File: src/inc/tof_seq_pkg.sv
// Package: constants, types and defaults shared by the modulation sequencer files
package tof_seq_pkg;

  // Core clock period; the core clock stands in for the undivided modulator clock
  localparam int unsigned CLK_PERIOD_NS  = 50;

  // Modulation table: host register addresses and table geometry
  localparam logic [7:0]  TBL_FIRST_ADDR = 8'h22;
  localparam logic [7:0]  TBL_LAST_ADDR  = 8'h2D;
  localparam int unsigned TBL_DEPTH      = 12;
  localparam int unsigned TBL_AW         = 4;
  localparam int unsigned TBL_DW         = 8;

  // Table layout: bytes 2s/2s+1 = integration length of sample s, byte 8 = control
  localparam logic [3:0]  TBL_CTRL_IDX   = 4'h8;
  localparam int unsigned TBL_CTRL_LED   = 0;
  localparam logic [3:0]  TBL_LOAD_LAST  = 4'h8;

  // Host-side register addresses for the loose configuration fields
  localparam logic [7:0]  DIV_REG_ADDR   = 8'h85;
  localparam logic [7:0]  CNT_REG_ADDR   = 8'h92;

  // Divider settings: mod clock = base / (div + 1); multiplier of time base = div + 1
  localparam logic [3:0]  DIV_96MHZ      = 4'h0;
  localparam logic [3:0]  DIV_48MHZ      = 4'h1;
  localparam logic [3:0]  DIV_24MHZ      = 4'h3;
  localparam logic [3:0]  DIV_12MHZ      = 4'h7;
  localparam logic [3:0]  DIV_6MHZ       = 4'hF;
  localparam logic [3:0]  DIV_RESET      = DIV_48MHZ;

  // Correlation-sample count field encodings
  localparam logic [1:0]  CNT_ONE        = 2'h0;
  localparam logic [1:0]  CNT_TWO        = 2'h1;
  localparam logic [1:0]  CNT_FOUR       = 2'h2;
  localparam logic [1:0]  CNT_RESET      = CNT_FOUR;

  // Default integration time and its length in modulation ticks at the reset divider
  localparam int unsigned INT_TIME_NS    = 47600;
  localparam int unsigned INT_TICKS_DEF  =
    INT_TIME_NS / CLK_PERIOD_NS / (int'(DIV_RESET) + 1);
  localparam logic [15:0] INT_LEN_RESET  = 16'(INT_TICKS_DEF);
  localparam logic [7:0]  CTRL_RESET     = 8'h01;

  // Quarters of the four-quarter period in which the square waves are high (first half)
  localparam logic [1:0]  PH_QUARTERS    = 2'h2;

  // Configuration carried from host fields into the sequencer
  typedef struct packed {
    logic [3:0] div;  // Modulation clock divider
    logic [1:0] cnt;  // Correlation-sample count code
  } seq_cfg_t;

  // Host write strobe bundle for the modulation table and fields
  typedef struct packed {
    logic       wr;
    logic [7:0] addr;
    logic [7:0] data;
  } host_wr_t;

  // Drive outputs toward the illumination driver and the pixel field
  typedef struct packed {
    logic led;
    logic gate_a;
    logic gate_b;
  } mod_out_t;

  // Sequencer states
  typedef enum logic [1:0] {
    ST_IDLE,
    ST_LOAD,
    ST_INTEG,
    ST_READOUT
  } seq_state_t;

endpackage

File: src/verilog/tof_mod_table.sv
// Modulation table memory: host-written bytes with registered read data
`timescale 1ns/1ps
module tof_mod_table
  import tof_seq_pkg::*;
#(
  parameter int unsigned DEPTH = TBL_DEPTH
) (
  input  wire logic              core_clk_i,  // Core clock
  input  wire logic              sys_rst_i,   // Synchronous reset, active high
  input  wire logic              wr_i,        // Write strobe, one cycle
  input  wire logic [TBL_AW-1:0] waddr_i,     // Write index
  input  wire logic [TBL_DW-1:0] wdata_i,     // Write data
  input  wire logic [TBL_AW-1:0] raddr_i,     // Read index
  output logic      [TBL_DW-1:0] rdata_o      // Read data, one cycle after raddr_i
);

  // Reset image: every sample gets the default length, LED drive enabled
  function automatic logic [TBL_DW-1:0] reset_byte(input int unsigned idx);
    if (idx == int'(TBL_CTRL_IDX)) begin
      return CTRL_RESET;
    end else if (idx % 2 == 0) begin
      return INT_LEN_RESET[7:0];
    end else begin
      return INT_LEN_RESET[15:8];
    end
  endfunction

  typedef struct packed {
    logic [DEPTH-1:0][TBL_DW-1:0] mem;    // Table bytes
    logic [TBL_DW-1:0]            rdata;  // Registered read data
  } tbl_state_t;

  tbl_state_t st_ff;   // Registered state
  tbl_state_t nxt_st;  // Next state

  // Write port and registered read; a read of the address being written sees old data
  always_comb begin
    nxt_st       = st_ff;
    nxt_st.rdata = (32'(raddr_i) < DEPTH) ? st_ff.mem[raddr_i] : '0;
    if (wr_i && 32'(waddr_i) < DEPTH) begin
      nxt_st.mem[waddr_i] = wdata_i;
    end
  end

  // State register with reset image
  always_ff @(posedge core_clk_i) begin
    if (sys_rst_i) begin
      for (int i = 0; i < int'(DEPTH); i++) begin
        st_ff.mem[i] <= reset_byte(i);
      end
      st_ff.rdata <= '0;
    end else begin
      st_ff <= nxt_st;
    end
  end

  assign rdata_o = st_ff.rdata;

endmodule

File: src/verilog/tof_modulation_sequencer.sv
// Modulation sequencer: mod clock divider, LED drive, demodulation gates, frame sequencing
`timescale 1ns/1ps
module tof_modulation_sequencer
  import tof_seq_pkg::*;
#(
  parameter int unsigned LINES       = 240,  // Readout lines per frame
  parameter int unsigned LINE_CYCLES = 64    // Core cycles per readout line
) (
  input  wire logic       core_clk_i,       // Core clock, 20 MHz
  input  wire logic       sys_rst_i,        // Synchronous reset, active high
  input  wire logic       hw_trig_pulse_i,  // Hardware shutter pin, asynchronous
  input  wire logic       sw_trig_i,        // Shutter command strobe, one cycle
  input  wire logic       host_wr_i,        // Host register write strobe
  input  wire logic [7:0] host_addr_i,      // Host register address
  input  wire logic [7:0] host_wdata_i,     // Host register write data
  output logic      [3:0] cur_div_o,        // Divider field as programmed
  output logic      [1:0] cur_cnt_o,        // Sample-count field as programmed
  output logic            busy_o,           // Sequence in progress
  output logic      [1:0] sample_idx_o,     // Correlation sample now running
  output logic            led_mod_o,        // Illumination modulation drive
  output logic            gate_a_o,         // First demodulation gate
  output logic            gate_b_o,         // Second demodulation gate
  output logic            frame_sync_o,     // High during integration of a frame
  output logic            line_sync_o       // High in first half of each readout line
);

  localparam int unsigned LINE_W = $clog2(LINES + 1);
  localparam int unsigned CYC_W  = $clog2(LINE_CYCLES + 1);
  localparam logic [LINE_W-1:0] LINES_LAST = LINE_W'(LINES - 1);
  localparam logic [CYC_W-1:0]  CYC_LAST   = CYC_W'(LINE_CYCLES - 1);
  localparam logic [CYC_W-1:0]  CYC_HALF   = CYC_W'(LINE_CYCLES / 2);

  // Number of frames for a count code; codes 10 and 11 both mean four
  function automatic logic [2:0] frames_of(input logic [1:0] code);
    unique case (code)
      CNT_ONE: return 3'h1;
      CNT_TWO: return 3'h2;
      default: return 3'h4;
    endcase
  endfunction

  // Square wave high in the first half of a four-quarter period
  function automatic logic sq_wave(input logic [1:0] quarter);
    return quarter < PH_QUARTERS;
  endfunction

  // Map a host address into the table index; valid flag on bit 4
  function automatic logic [TBL_AW:0] tbl_index(input logic [7:0] addr);
    logic [7:0] off;
    off = addr - TBL_FIRST_ADDR;
    if (addr >= TBL_FIRST_ADDR && addr <= TBL_LAST_ADDR) begin
      return {1'b1, off[TBL_AW-1:0]};
    end
    return '0;
  endfunction

  // Complete sequencer state
  typedef struct packed {
    seq_cfg_t                             cfg;       // Host-visible fields
    seq_cfg_t                             act;       // Fields latched at sequence start
    seq_state_t                           state;     // Sequencer state
    logic [TBL_AW-1:0]                    ld_idx;    // Table load index
    logic [int'(TBL_LOAD_LAST):0][7:0]    shadow;    // Table copy for this sequence
    logic [1:0]                           sample;    // Current correlation sample
    logic [2:0]                           frames;    // Frames in this sequence
    logic [3:0]                           div_cnt;   // Modulation tick divider
    logic [1:0]                           quarter;   // Quarter of LED period
    logic [15:0]                          integ;     // Integration ticks elapsed
    logic [LINE_W-1:0]                    line;      // Readout line
    logic [CYC_W-1:0]                     cyc;       // Cycle within a line
    logic [2:0]                           trig_sync; // Pin synchroniser and edge stage
    mod_out_t                             drive;     // Registered drive outputs
    logic                                 fsync;     // Registered frame sync
    logic                                 lsync;     // Registered line sync
  } seq_st_t;

  seq_st_t          st_ff;     // Registered state
  seq_st_t          nxt_st;    // Next state
  host_wr_t         hw;        // Host write bundle
  logic [TBL_AW:0]  wr_idx;    // Decoded table write index with valid
  logic [7:0]       tbl_rdata; // Table read data
  logic             trig;      // Qualified shutter event
  logic             tick;      // Modulation clock tick
  logic             enable_led;// LED drive enabled for this sequence
  logic [1:0]       ph_off;    // Gate A quarter offset for this sample
  logic [15:0]      len_now;   // Integration length of current sample
  logic [1:0]       gate_q;    // Gate A quarter position

  assign hw     = '{wr: host_wr_i, addr: host_addr_i, data: host_wdata_i};
  assign wr_idx = tbl_index(hw.addr);

  // Table writes are always accepted; the sequencer only reads them when loading
  tof_mod_table #(
    .DEPTH (TBL_DEPTH)
  ) u_table (
    .core_clk_i (core_clk_i),
    .sys_rst_i  (sys_rst_i),
    .wr_i       (hw.wr && wr_idx[TBL_AW]),
    .waddr_i    (wr_idx[TBL_AW-1:0]),
    .wdata_i    (hw.data),
    .raddr_i    (st_ff.ld_idx),
    .rdata_o    (tbl_rdata)
  );

  // Rising edge of the synchronised pin; stage 0 feeds only stage 1
  assign trig = (st_ff.trig_sync[1] && !st_ff.trig_sync[2]) || sw_trig_i;

  // Modulation clock tick once every div+1 core cycles
  assign tick = (st_ff.div_cnt == st_ff.act.div);

  // Per-sample integration length from the shadow copy
  assign len_now    = {st_ff.shadow[{st_ff.sample, 1'b1}], st_ff.shadow[{st_ff.sample, 1'b0}]};

  // Next-state logic
  always_comb begin
    nxt_st = st_ff;

    // Pin synchroniser, two flops plus one edge stage
    nxt_st.trig_sync = {st_ff.trig_sync[1:0], hw_trig_pulse_i};

    // Host field writes; they only reach the modulator at the next sequence start
    if (hw.wr && hw.addr == DIV_REG_ADDR) begin
      nxt_st.cfg.div = hw.data[3:0];
    end
    if (hw.wr && hw.addr == CNT_REG_ADDR) begin
      nxt_st.cfg.cnt = hw.data[1:0];
    end

    // Divider and quarter counters run freely so the modulator is always live
    if (tick) begin
      nxt_st.div_cnt = '0;
      nxt_st.quarter = st_ff.quarter + 2'h1;
    end else begin
      nxt_st.div_cnt = st_ff.div_cnt + 4'h1;
    end

    unique case (st_ff.state)
      // Wait for a shutter; latch fields so later writes cannot disturb this run
      ST_IDLE: begin
        if (trig) begin
          nxt_st.act    = st_ff.cfg;
          nxt_st.frames = frames_of(st_ff.cfg.cnt);
          nxt_st.sample = '0;
          nxt_st.ld_idx = '0;
          nxt_st.div_cnt = '0;
          nxt_st.state  = ST_LOAD;
        end
      end
      // Copy the table into the shadow; read data trails the index by one cycle
      ST_LOAD: begin
        if (st_ff.ld_idx != '0) begin
          nxt_st.shadow[st_ff.ld_idx - 4'h1] = tbl_rdata;
        end
        if (st_ff.ld_idx == TBL_LOAD_LAST + 4'h1) begin
          nxt_st.state   = ST_INTEG;
          nxt_st.div_cnt = '0;
          nxt_st.quarter = '0;
          nxt_st.integ   = '0;
        end else begin
          nxt_st.ld_idx = st_ff.ld_idx + 4'h1;
        end
      end
      // Integrate for the sample length in modulation ticks; slower clock = longer base
      ST_INTEG: begin
        if (tick) begin
          nxt_st.integ = st_ff.integ + 16'h1;
          if (st_ff.integ + 16'h1 >= len_now) begin
            nxt_st.state = ST_READOUT;
            nxt_st.line  = '0;
            nxt_st.cyc   = '0;
          end
        end
      end
      // Readout lines; the next sample follows at once, no new trigger needed
      ST_READOUT: begin
        if (st_ff.cyc == CYC_LAST) begin
          nxt_st.cyc  = '0;
          nxt_st.line = st_ff.line + LINE_W'(1);
          if (st_ff.line == LINES_LAST) begin
            if (3'(st_ff.sample) + 3'h1 >= st_ff.frames) begin
              nxt_st.state = ST_IDLE;
            end else begin
              nxt_st.sample  = st_ff.sample + 2'h1;
              nxt_st.state   = ST_INTEG;
              nxt_st.div_cnt = '0;
              nxt_st.quarter = '0;
              nxt_st.integ   = '0;
            end
          end
        end else begin
          nxt_st.cyc = st_ff.cyc + CYC_W'(1);
        end
      end
    endcase

    // Gate A runs sample*90 deg away from the LED; samples 2, 3 invert it = swap gates.
    // Taken from the next state so the drives start and stop together with frame sync.
    enable_led = nxt_st.shadow[TBL_CTRL_IDX][TBL_CTRL_LED];
    ph_off     = nxt_st.sample;
    gate_q     = nxt_st.quarter + ph_off;

    // Drive outputs: one quarter counter feeds LED and both gates
    if (nxt_st.state == ST_INTEG) begin
      nxt_st.drive.led    = enable_led && sq_wave(nxt_st.quarter);
      nxt_st.drive.gate_a = sq_wave(gate_q);
      nxt_st.drive.gate_b = !sq_wave(gate_q);
    end else begin
      nxt_st.drive = '0;
    end

    // Frame sync falls when integration ends, marking the safe write point
    nxt_st.fsync = (nxt_st.state == ST_INTEG);
    nxt_st.lsync = (nxt_st.state == ST_READOUT) && (nxt_st.cyc < CYC_HALF);
  end

  // State register; reset gives 48 MHz, four samples, default table
  always_ff @(posedge core_clk_i) begin
    if (sys_rst_i) begin
      st_ff         <= '0;
      st_ff.cfg.div <= DIV_RESET;
      st_ff.cfg.cnt <= CNT_RESET;
      st_ff.act.div <= DIV_RESET;
      st_ff.act.cnt <= CNT_RESET;
      st_ff.state   <= ST_IDLE;
    end else begin
      st_ff <= nxt_st;
    end
  end

  // Outputs, all from flip-flops except busy_o, decoded from the state register
  assign cur_div_o    = st_ff.cfg.div;
  assign cur_cnt_o    = st_ff.cfg.cnt;
  assign busy_o       = (st_ff.state != ST_IDLE);
  assign sample_idx_o = st_ff.sample;
  assign led_mod_o    = st_ff.drive.led;
  assign gate_a_o     = st_ff.drive.gate_a;
  assign gate_b_o     = st_ff.drive.gate_b;
  assign frame_sync_o = st_ff.fsync;
  assign line_sync_o  = st_ff.lsync;

endmodule
File: config.mk
export PLATFORM = sky130hd
export DESIGN_NAME = tof_modulation_sequencer
export DESIGN_NICKNAME = d
export VERILOG_FILES = /design/src/inc/tof_seq_pkg.sv /design/src/verilog/tof_mod_table.sv /design/src/verilog/tof_modulation_sequencer.sv
export SDC_FILE = /design/constraint.sdc
export NUM_CORES = 1
export LEC_CHECK = 0
export ABC_CLOCK_PERIOD_IN_PS = 4700
export BUFFER_PORTS_ARGS = -buffer_cell sky130_fd_sc_hd__buf_2
export CAP_MARGIN = 10
export CORE_ASPECT_RATIO = 0.5
export CORE_MARGIN = 2
export CORE_UTILIZATION = 44
export CTS_CLUSTER_SIZE = 28
export DETAILED_ROUTE_END_ITERATION = 16
export HOLD_SLACK_MARGIN = 0.03
export MAX_ROUTING_LAYER = met4
export PLACE_DENSITY = 0.64
export SLEW_MARGIN = 5
export SYNTH_ARGS = -nofsm -noshare
export SYNTH_HDL_FRONTEND = slang
export SYNTH_SLANG_ARGS = --single-unit
File: constraint.sdc
create_clock -name core_clk_i -period 4.7 [get_ports core_clk_i]
set_clock_uncertainty 0.15 [all_clocks]
set_input_delay 0.47 -clock core_clk_i [delete_from_list [all_inputs] [get_ports core_clk_i]]
set_output_delay 0.47 -clock core_clk_i [all_outputs]
set_load 0.005 [all_outputs]
==> results of run 1 <==
logic make-up (layout without fill, tap and decap cells):
group	count (synthesis)	after routing	share of synthesized area (%)
flip-flops	235	235	42.0
AND/OR/NAND/NOR	400	400	16.4
adder cells (fa/ha/maj)	36	36	4.02
buffers and inverters	121	119	4.38
other	0	1	0
AO/OA/AOI/OAI	113	113	6.50
XOR/XNOR	24	24	1.88
multiplexers	228	228	24.9
registers in the layout, indices dropped and copies added, names as in the netlist, 2 cells and up:
name / flops
cur_cnt_o: 2
nxt_st: 2
sample_idx_o: 2
cur_div_o: 4
u_table.st_ff: 96
u_table.rdata_o: 8
st_ff: 116
repair_timing:
action | CTS | global route
endpoints found under the hold margin | 1 | 0
endpoints found under the setup margin | 0 | 0
hold buffers | 1 | 0
worst paths after layout:
check,slack [ns],cells past startpoint,to,start
worst max-delay path,0.89,14,line_sync_o$_SDFF_PP0_,st_ff[23]$_SDFFE_PP0P_
worst min-delay path,0.21,3,u_table.st_ff[63]$_SDFFE_PP1P_,host_wdata_i[7]
worst max register to register,0.89,14,line_sync_o$_SDFF_PP0_,st_ff[23]$_SDFFE_PP0P_
worst min register to register,0.30,1,nxt_st[7]$_SDFF_PP0_,nxt_st[6]$_SDFF_PP0_
stage by stage:
step	power, mW	std cells	utilization [%]	hold slack [ns]	setup slack, ns
global placement	2.29	1458	45.9	0.293	1.17
finish	3.99	1500	48.8	0.214	0.887
global route	4.14	1500	48.8	0.227	0.518
floorplan	2.23	1157	-	0.264	1.06
CTS	4.03	1499	48.8	0.183	0.913
detailed placement	2.30	1458	45.9	0.288	0.911
worst max-delay path, cell delays in order, from the launching register on:
cell and delay [ns]:
dfxtp_1 0.44, ha_1 0.26, and3_1 0.25, nand3_1 0.19
nor2_1 0.30, nand3_1 0.14, xnor2_1 0.16, ha_1 0.31
nand4_1 0.14, nor4_1 0.34, a21o_1 0.26, o21ai_0 0.10
buf_4 0.21, a32oi_1 0.25, nor4b_1 0.23
area by class of cell:
type / count / share of cell area (%)
Tap cell: 344 / 3.52
Antenna cell: 1 / 0.0205
Multi-Input combinational cell: 801 / 49.1
Sequential cell: 235 / 38.5
Clock buffer: 35 / 5.40
Clock inverter: 5 / 0.327
Inverter: 35 / 1.07
Timing Repair Buffer: 44 / 2.08
layer usage:
metal / wire length, um / vias up / part of all wire, %
met3: 933 / 35 / 3.8
met5: 0 / - / 0
met4: 484 / 0 / 1.9
met1: 12300 / 3889 / 49
li1: - / 3994 / -
met2: 11100 / 142 / 45
placed cells by master, fill, tap and decap left out, types with 8 or more instances in the layout:
cell / count
mux4_2: 40
nor2b_1: 8
nand2_1: 76
and3_1: 17
o21ai_0: 19
buf_2: 33
mux2i_1: 186
xor2_1: 14
clkbuf_1: 8
nand2b_1: 13
xnor2_1: 10
inv_1: 34
nor3_1: 17
a21oi_1: 42
nor2_1: 201
clkbuf_16: 23
nand4_1: 9
ha_1: 36
nand3_1: 27
buf_4: 9
dfxtp_1: 234
power groups by stage:
stage	registers (mW)	clock network (mW)	logic, mW
2_1_floorplan	2.06	0	0.175
3_3_place_gp	2.07	0	0.222
3_5_place_dp	2.07	0	0.228
4_1_cts	2.02	1.78	0.229
5_1_grt	2.03	1.87	0.252
6_report	2.02	1.74	0.228
==> impl_metrics.ini, run 1 <==
[route]
drt_pass1_iterations = 5
drtAntennaViolNets = 0
drt-total-wl_um = 24800
drc = 0
routed_via_density = 5.37
num_vias = 8060
wl_per_cell_um = 16.6
first_iter_violations = 472

[place]
numPortBuffers = 34
place.gp.congestion = 0.855
hpwl_um = 16400
placed_cell_area_um2 = 11500

[logic_synthesis]
syn_inst = 1157
ys_types = 62
synth_seq_cells = 235
syn_nets = 1214
synth.area.top_cells = dfxtp_1 42%, mux2i_1 17%, mux4_2 8.0%
synth_top_cell_area_share_pct = 42.0
yosysMostFrequentCell = dfxtp_1
netlist_area_um2 = 11200
synth_warnings = 0
avgSynthCellArea_um2 = 9.69
yosysSeqAreaShare_pct = 42.0
yosysTopAreaCell = dfxtp_1
synthFlopType = dfxtp_1
async_flop_share_pct = 0
synth-edff-count = 0
yosys-top-cells-count = 235 x dfxtp_1, 201 x nor2_1, 186 x mux2i_1

[finish]
stdcell_area_um2 = 12200
final_layout_size_suffix_gt1_share_pct = 11.3
area_growth_pct = 9.19
multiInputGateArea_um2 = 6010
fillers = 2317
regArea_um2 = 4710
final_nets = 1197

[timing]
clock.fmax_ghz = 0.262
hold_viol_final = 0
post-route-min-period_ns = 3.81
rsz0062_at_grt = false
slew_viol_final = 0
finalSetupTns_ns = 0
fin_crit_sh_pct = 81.1
setup_viol = 0
relSlewSlack_pct = 25.8
worstMarginPinSlew_ns = 1.11

[global_routing]
grt_pass1_vias = 7796
grtUsageMet3_pct = 2.50
use_met2_pct = 31.6
grt_max_degree = 105
grt_pass1_wl_um = 40800
grt_use_total_pct = 19.3
antenna_found_initial = 1
use_met1_pct = 25.9
grt-busiest-layer = met2
overflow = 0

[hold_path]
hp-class = primary input to register

[setup_path]
worst_setup_path_start_kind = register
end_kind = register
path_max_fanout = 13
critical_path_class = register to register
cp_data_arrival_time_ns = 4.08
cp.required_ns = 4.97

[floorplanning]
die_area_um2 = 26800
die_width_um = 230
die-height_um = 117
coreArea_um2 = 25100
start_util_pct = 44.7
rows = 41
ios = 35

[power]
seqPwrFrac_pct = 50.8
comb_power_share_pct = 5.7
peakVddDrop_uv = 159
cellPowerDensity_nw_per_um2 = 326
p_clk_share_pct = 43.5
p_leak_nw = 4.78
sw_frac_of_total_pct = 23.4
p_sw_mw = 0.931
p_int_mw = 3.06

[clocking]
clkSinkCount = 235
clkSlewWorstSetupHoldPaths_ns = 0.06
root_buffer = clkbuf_16
cts_resized = 0
cts_max_path_buffers = 3
post_cts_buffers = 0
cts_buffers = 23
insertion_delay_ns = 0.51
cts.htree.levels = 1
cts_tree = done

[flow_run]
drv_cap = 0

[outcome]
run_status = complete, no violations
No activity file was read; power rests on OpenSTA's default activity.
==> run 2: changes to the inputs <==
Settings changed: ABC_CLOCK_PERIOD_IN_PS 4700 to 3400, PLACE_DENSITY 0.64 to 0.66.
Clock period 4.7 ns to 3.4 ns, I/O delays scaled along.
==> impl_metrics.ini, run 2 (synthesis results as in run 1) <==
[timing]
slew_viol_final = 0
clock.fmax_ghz = 0.300
hold_viol_final = 0
worstMarginPinSlew_ns = 1.03
rsz0062_at_grt = true
finalSetupTns_ns = 0
relSlewSlack_pct = 30.9
setup_viol = 0
fin_crit_sh_pct = 98.0
post-route-min-period_ns = 3.33

[finish]
antenna_cells = 0
regArea_um2 = 4710
area_growth_pct = 11.6
fillers = 2272
final_nets = 1217
stdcell_area_um2 = 12500
final_cell_mix = 232 x dfxtp_1, 199 x nor2_1, 186 x mux2i_1
fin_util_pct = 49.8
final_common_cell = dfxtp_1
final_layout_size_suffix_gt1_share_pct = 14.0
multiInputGateArea_um2 = 6070
largest_reg_flops = 116
regMostFlops = st_ff

[floorplanning]
coreArea_um2 = 25100
ios = 35
die_area_um2 = 26800
start_util_pct = 44.7
rows = 41
die-height_um = 117
die_width_um = 230

[setup_path]
critPathSlowestCell = dfxtp_2
end_kind = register
critical_path_class = register to register
cp.required_ns = 3.67
max_stage_delay_ns = 0.35
path_max_fanout = 13
path_cells = ha_2 -> and3_1 -> nand3_1 -> buf_4 -> inv_1 -> and3_1 -> xor2_2 -> ha_1 -> nand4_1 -> nor4_1 -> a21o_1 -> o21ai_0 -> buf_4 -> a32oi_2 -> nor4b_4
cp_data_arrival_time_ns = 3.61
cp_top_family = simple AND/OR/NAND/NOR gates
worst_setup_path_start_kind = register
worst-path-buf-inv = 3

[global_routing]
antenna_found_initial = 0
overflow = 0
grt_use_total_pct = 19.9
grt_pass1_wl_um = 42100
grt_pass1_vias = 8125
grt_max_degree = 106

[route]
wl_met1_um = 12200
drt-total-wl_um = 25800
wl_met3_um = 1180
top_layer = met4
drtAntennaViolNets = 0
first_iter_violations = 628
num_vias = 8375
wl_met2_um = 12100
wl_per_cell_um = 16.9
drc = 0
routed_via_density = 5.51
drt_pass1_iterations = 7

[clocking]
root_buffer = clkbuf_16
clkSlewWorstSetupHoldPaths_ns = 0.06
insertion_delay_ns = 0.52
cts_tree = done
clkSinkCount = 235
cts.htree.levels = 1
cts_max_path_buffers = 3
cts_buffers = 24

[place]
placed_cell_area_um2 = 11700
numPortBuffers = 34
place.gp.congestion = 0.862
hpwl_um = 16900

[flow_run]
drv_cap = 0

[power]
p_leak_nw = 4.91
peakVddDrop_uv = 238
cellPowerDensity_nw_per_um2 = 450
p_total_mw = 5.62

[hold_path]
hp-class = primary input to register

[outcome]
run_status = complete, no violations
run 2: changes by cell type in the layout (fill, tap and decap cells not counted), sizes merged:
| cell | previous run | this run |
|---|---|---|
| buf | 43 | 62 |
| clkbuf | 35 | 36 |
| clkinvlp | 0 | 1 |
| diode | 1 | 0 |
run 2: worst paths after layout:
| path | start | end | slack (ns) | depth (start not counted) |
|---|---|---|---|---|
| min reg2reg | nxt_st[6]$_SDFF_PP0_ | nxt_st[7]$_SDFF_PP0_ | 0.29 | 1 |
| max reg2reg | st_ff[24]$_SDFFE_PP0P_ | line_sync_o$_SDFF_PP0_ | 0.07 | 15 |
| max | st_ff[24]$_SDFFE_PP0P_ | line_sync_o$_SDFF_PP0_ | 0.07 | 15 |
| min | host_wdata_i[7] | u_table.st_ff[31]$_SDFFE_PP1P_ | 0.09 | 3 |
run 2: where the power goes:
part / switching (mW) / internal [mW] / total, mW
registers: 0.0297 / 2.77 / 2.80
clock network: 1.08 / 1.42 / 2.50
logic: 0.208 / 0.114 / 0.322
total: 1.32 / 4.30 / 5.62
run 2: what timing repair did:
item	in CTS	in global routing
resized for setup	2	12
hold buffers	1	0
pin swaps	1	6
endpoints found under the setup margin	5	20
setup buffers	1	1
hold endpoints to repair	1	0
run 2: worst reg2reg max path: cells and delay by family, from the launching register on:
kind,cells,cell delay (ns)
AO/OA/AOI/OAI,3,0.55
XOR/XNOR,1,0.09
flip-flops,1,0.35
buffers and inverters,3,0.45
adder cells (fa/ha/maj),2,0.50
AND/OR/NAND/NOR,6,1.14
run 2: per-layer routing:
| layer | GRT usage, % | vias up |
|---|---|---|
| met5 | - | - |
| met4 | 4.00 | 0 |
| li1 | - | 4045 |
| met2 | 33.7 | 208 |
| met3 | 2.64 | 30 |
| met1 | 26.1 | 4092 |
run 2: through the flow:
| step | hold WS [ns] | setup WS (ns) | instances |
|---|---|---|---|
| 6_report | 0.0876 | 0.0675 | 1520 |
| 3_5_place_dp | 0.276 | -0.0206 | 1475 |
| 2_1_floorplan | 0.264 | 0.0895 | 1157 |
| 4_1_cts | 0.0601 | -0.00216 | 1519 |
| 5_1_grt | 0.0840 | -0.0692 | 1520 |
| 3_3_place_gp | 0.289 | 0.0972 | 1475 |
run 2: layout make-up:
cell class | count | area share (%)
Clock buffer | 36 | 5.56
Multi-Input combinational cell | 801 | 48.5
Tap cell | 344 | 3.44
Clock inverter | 6 | 0.380
Inverter | 35 | 1.05
Timing Repair Buffer | 63 | 3.37
Sequential cell | 235 | 37.7
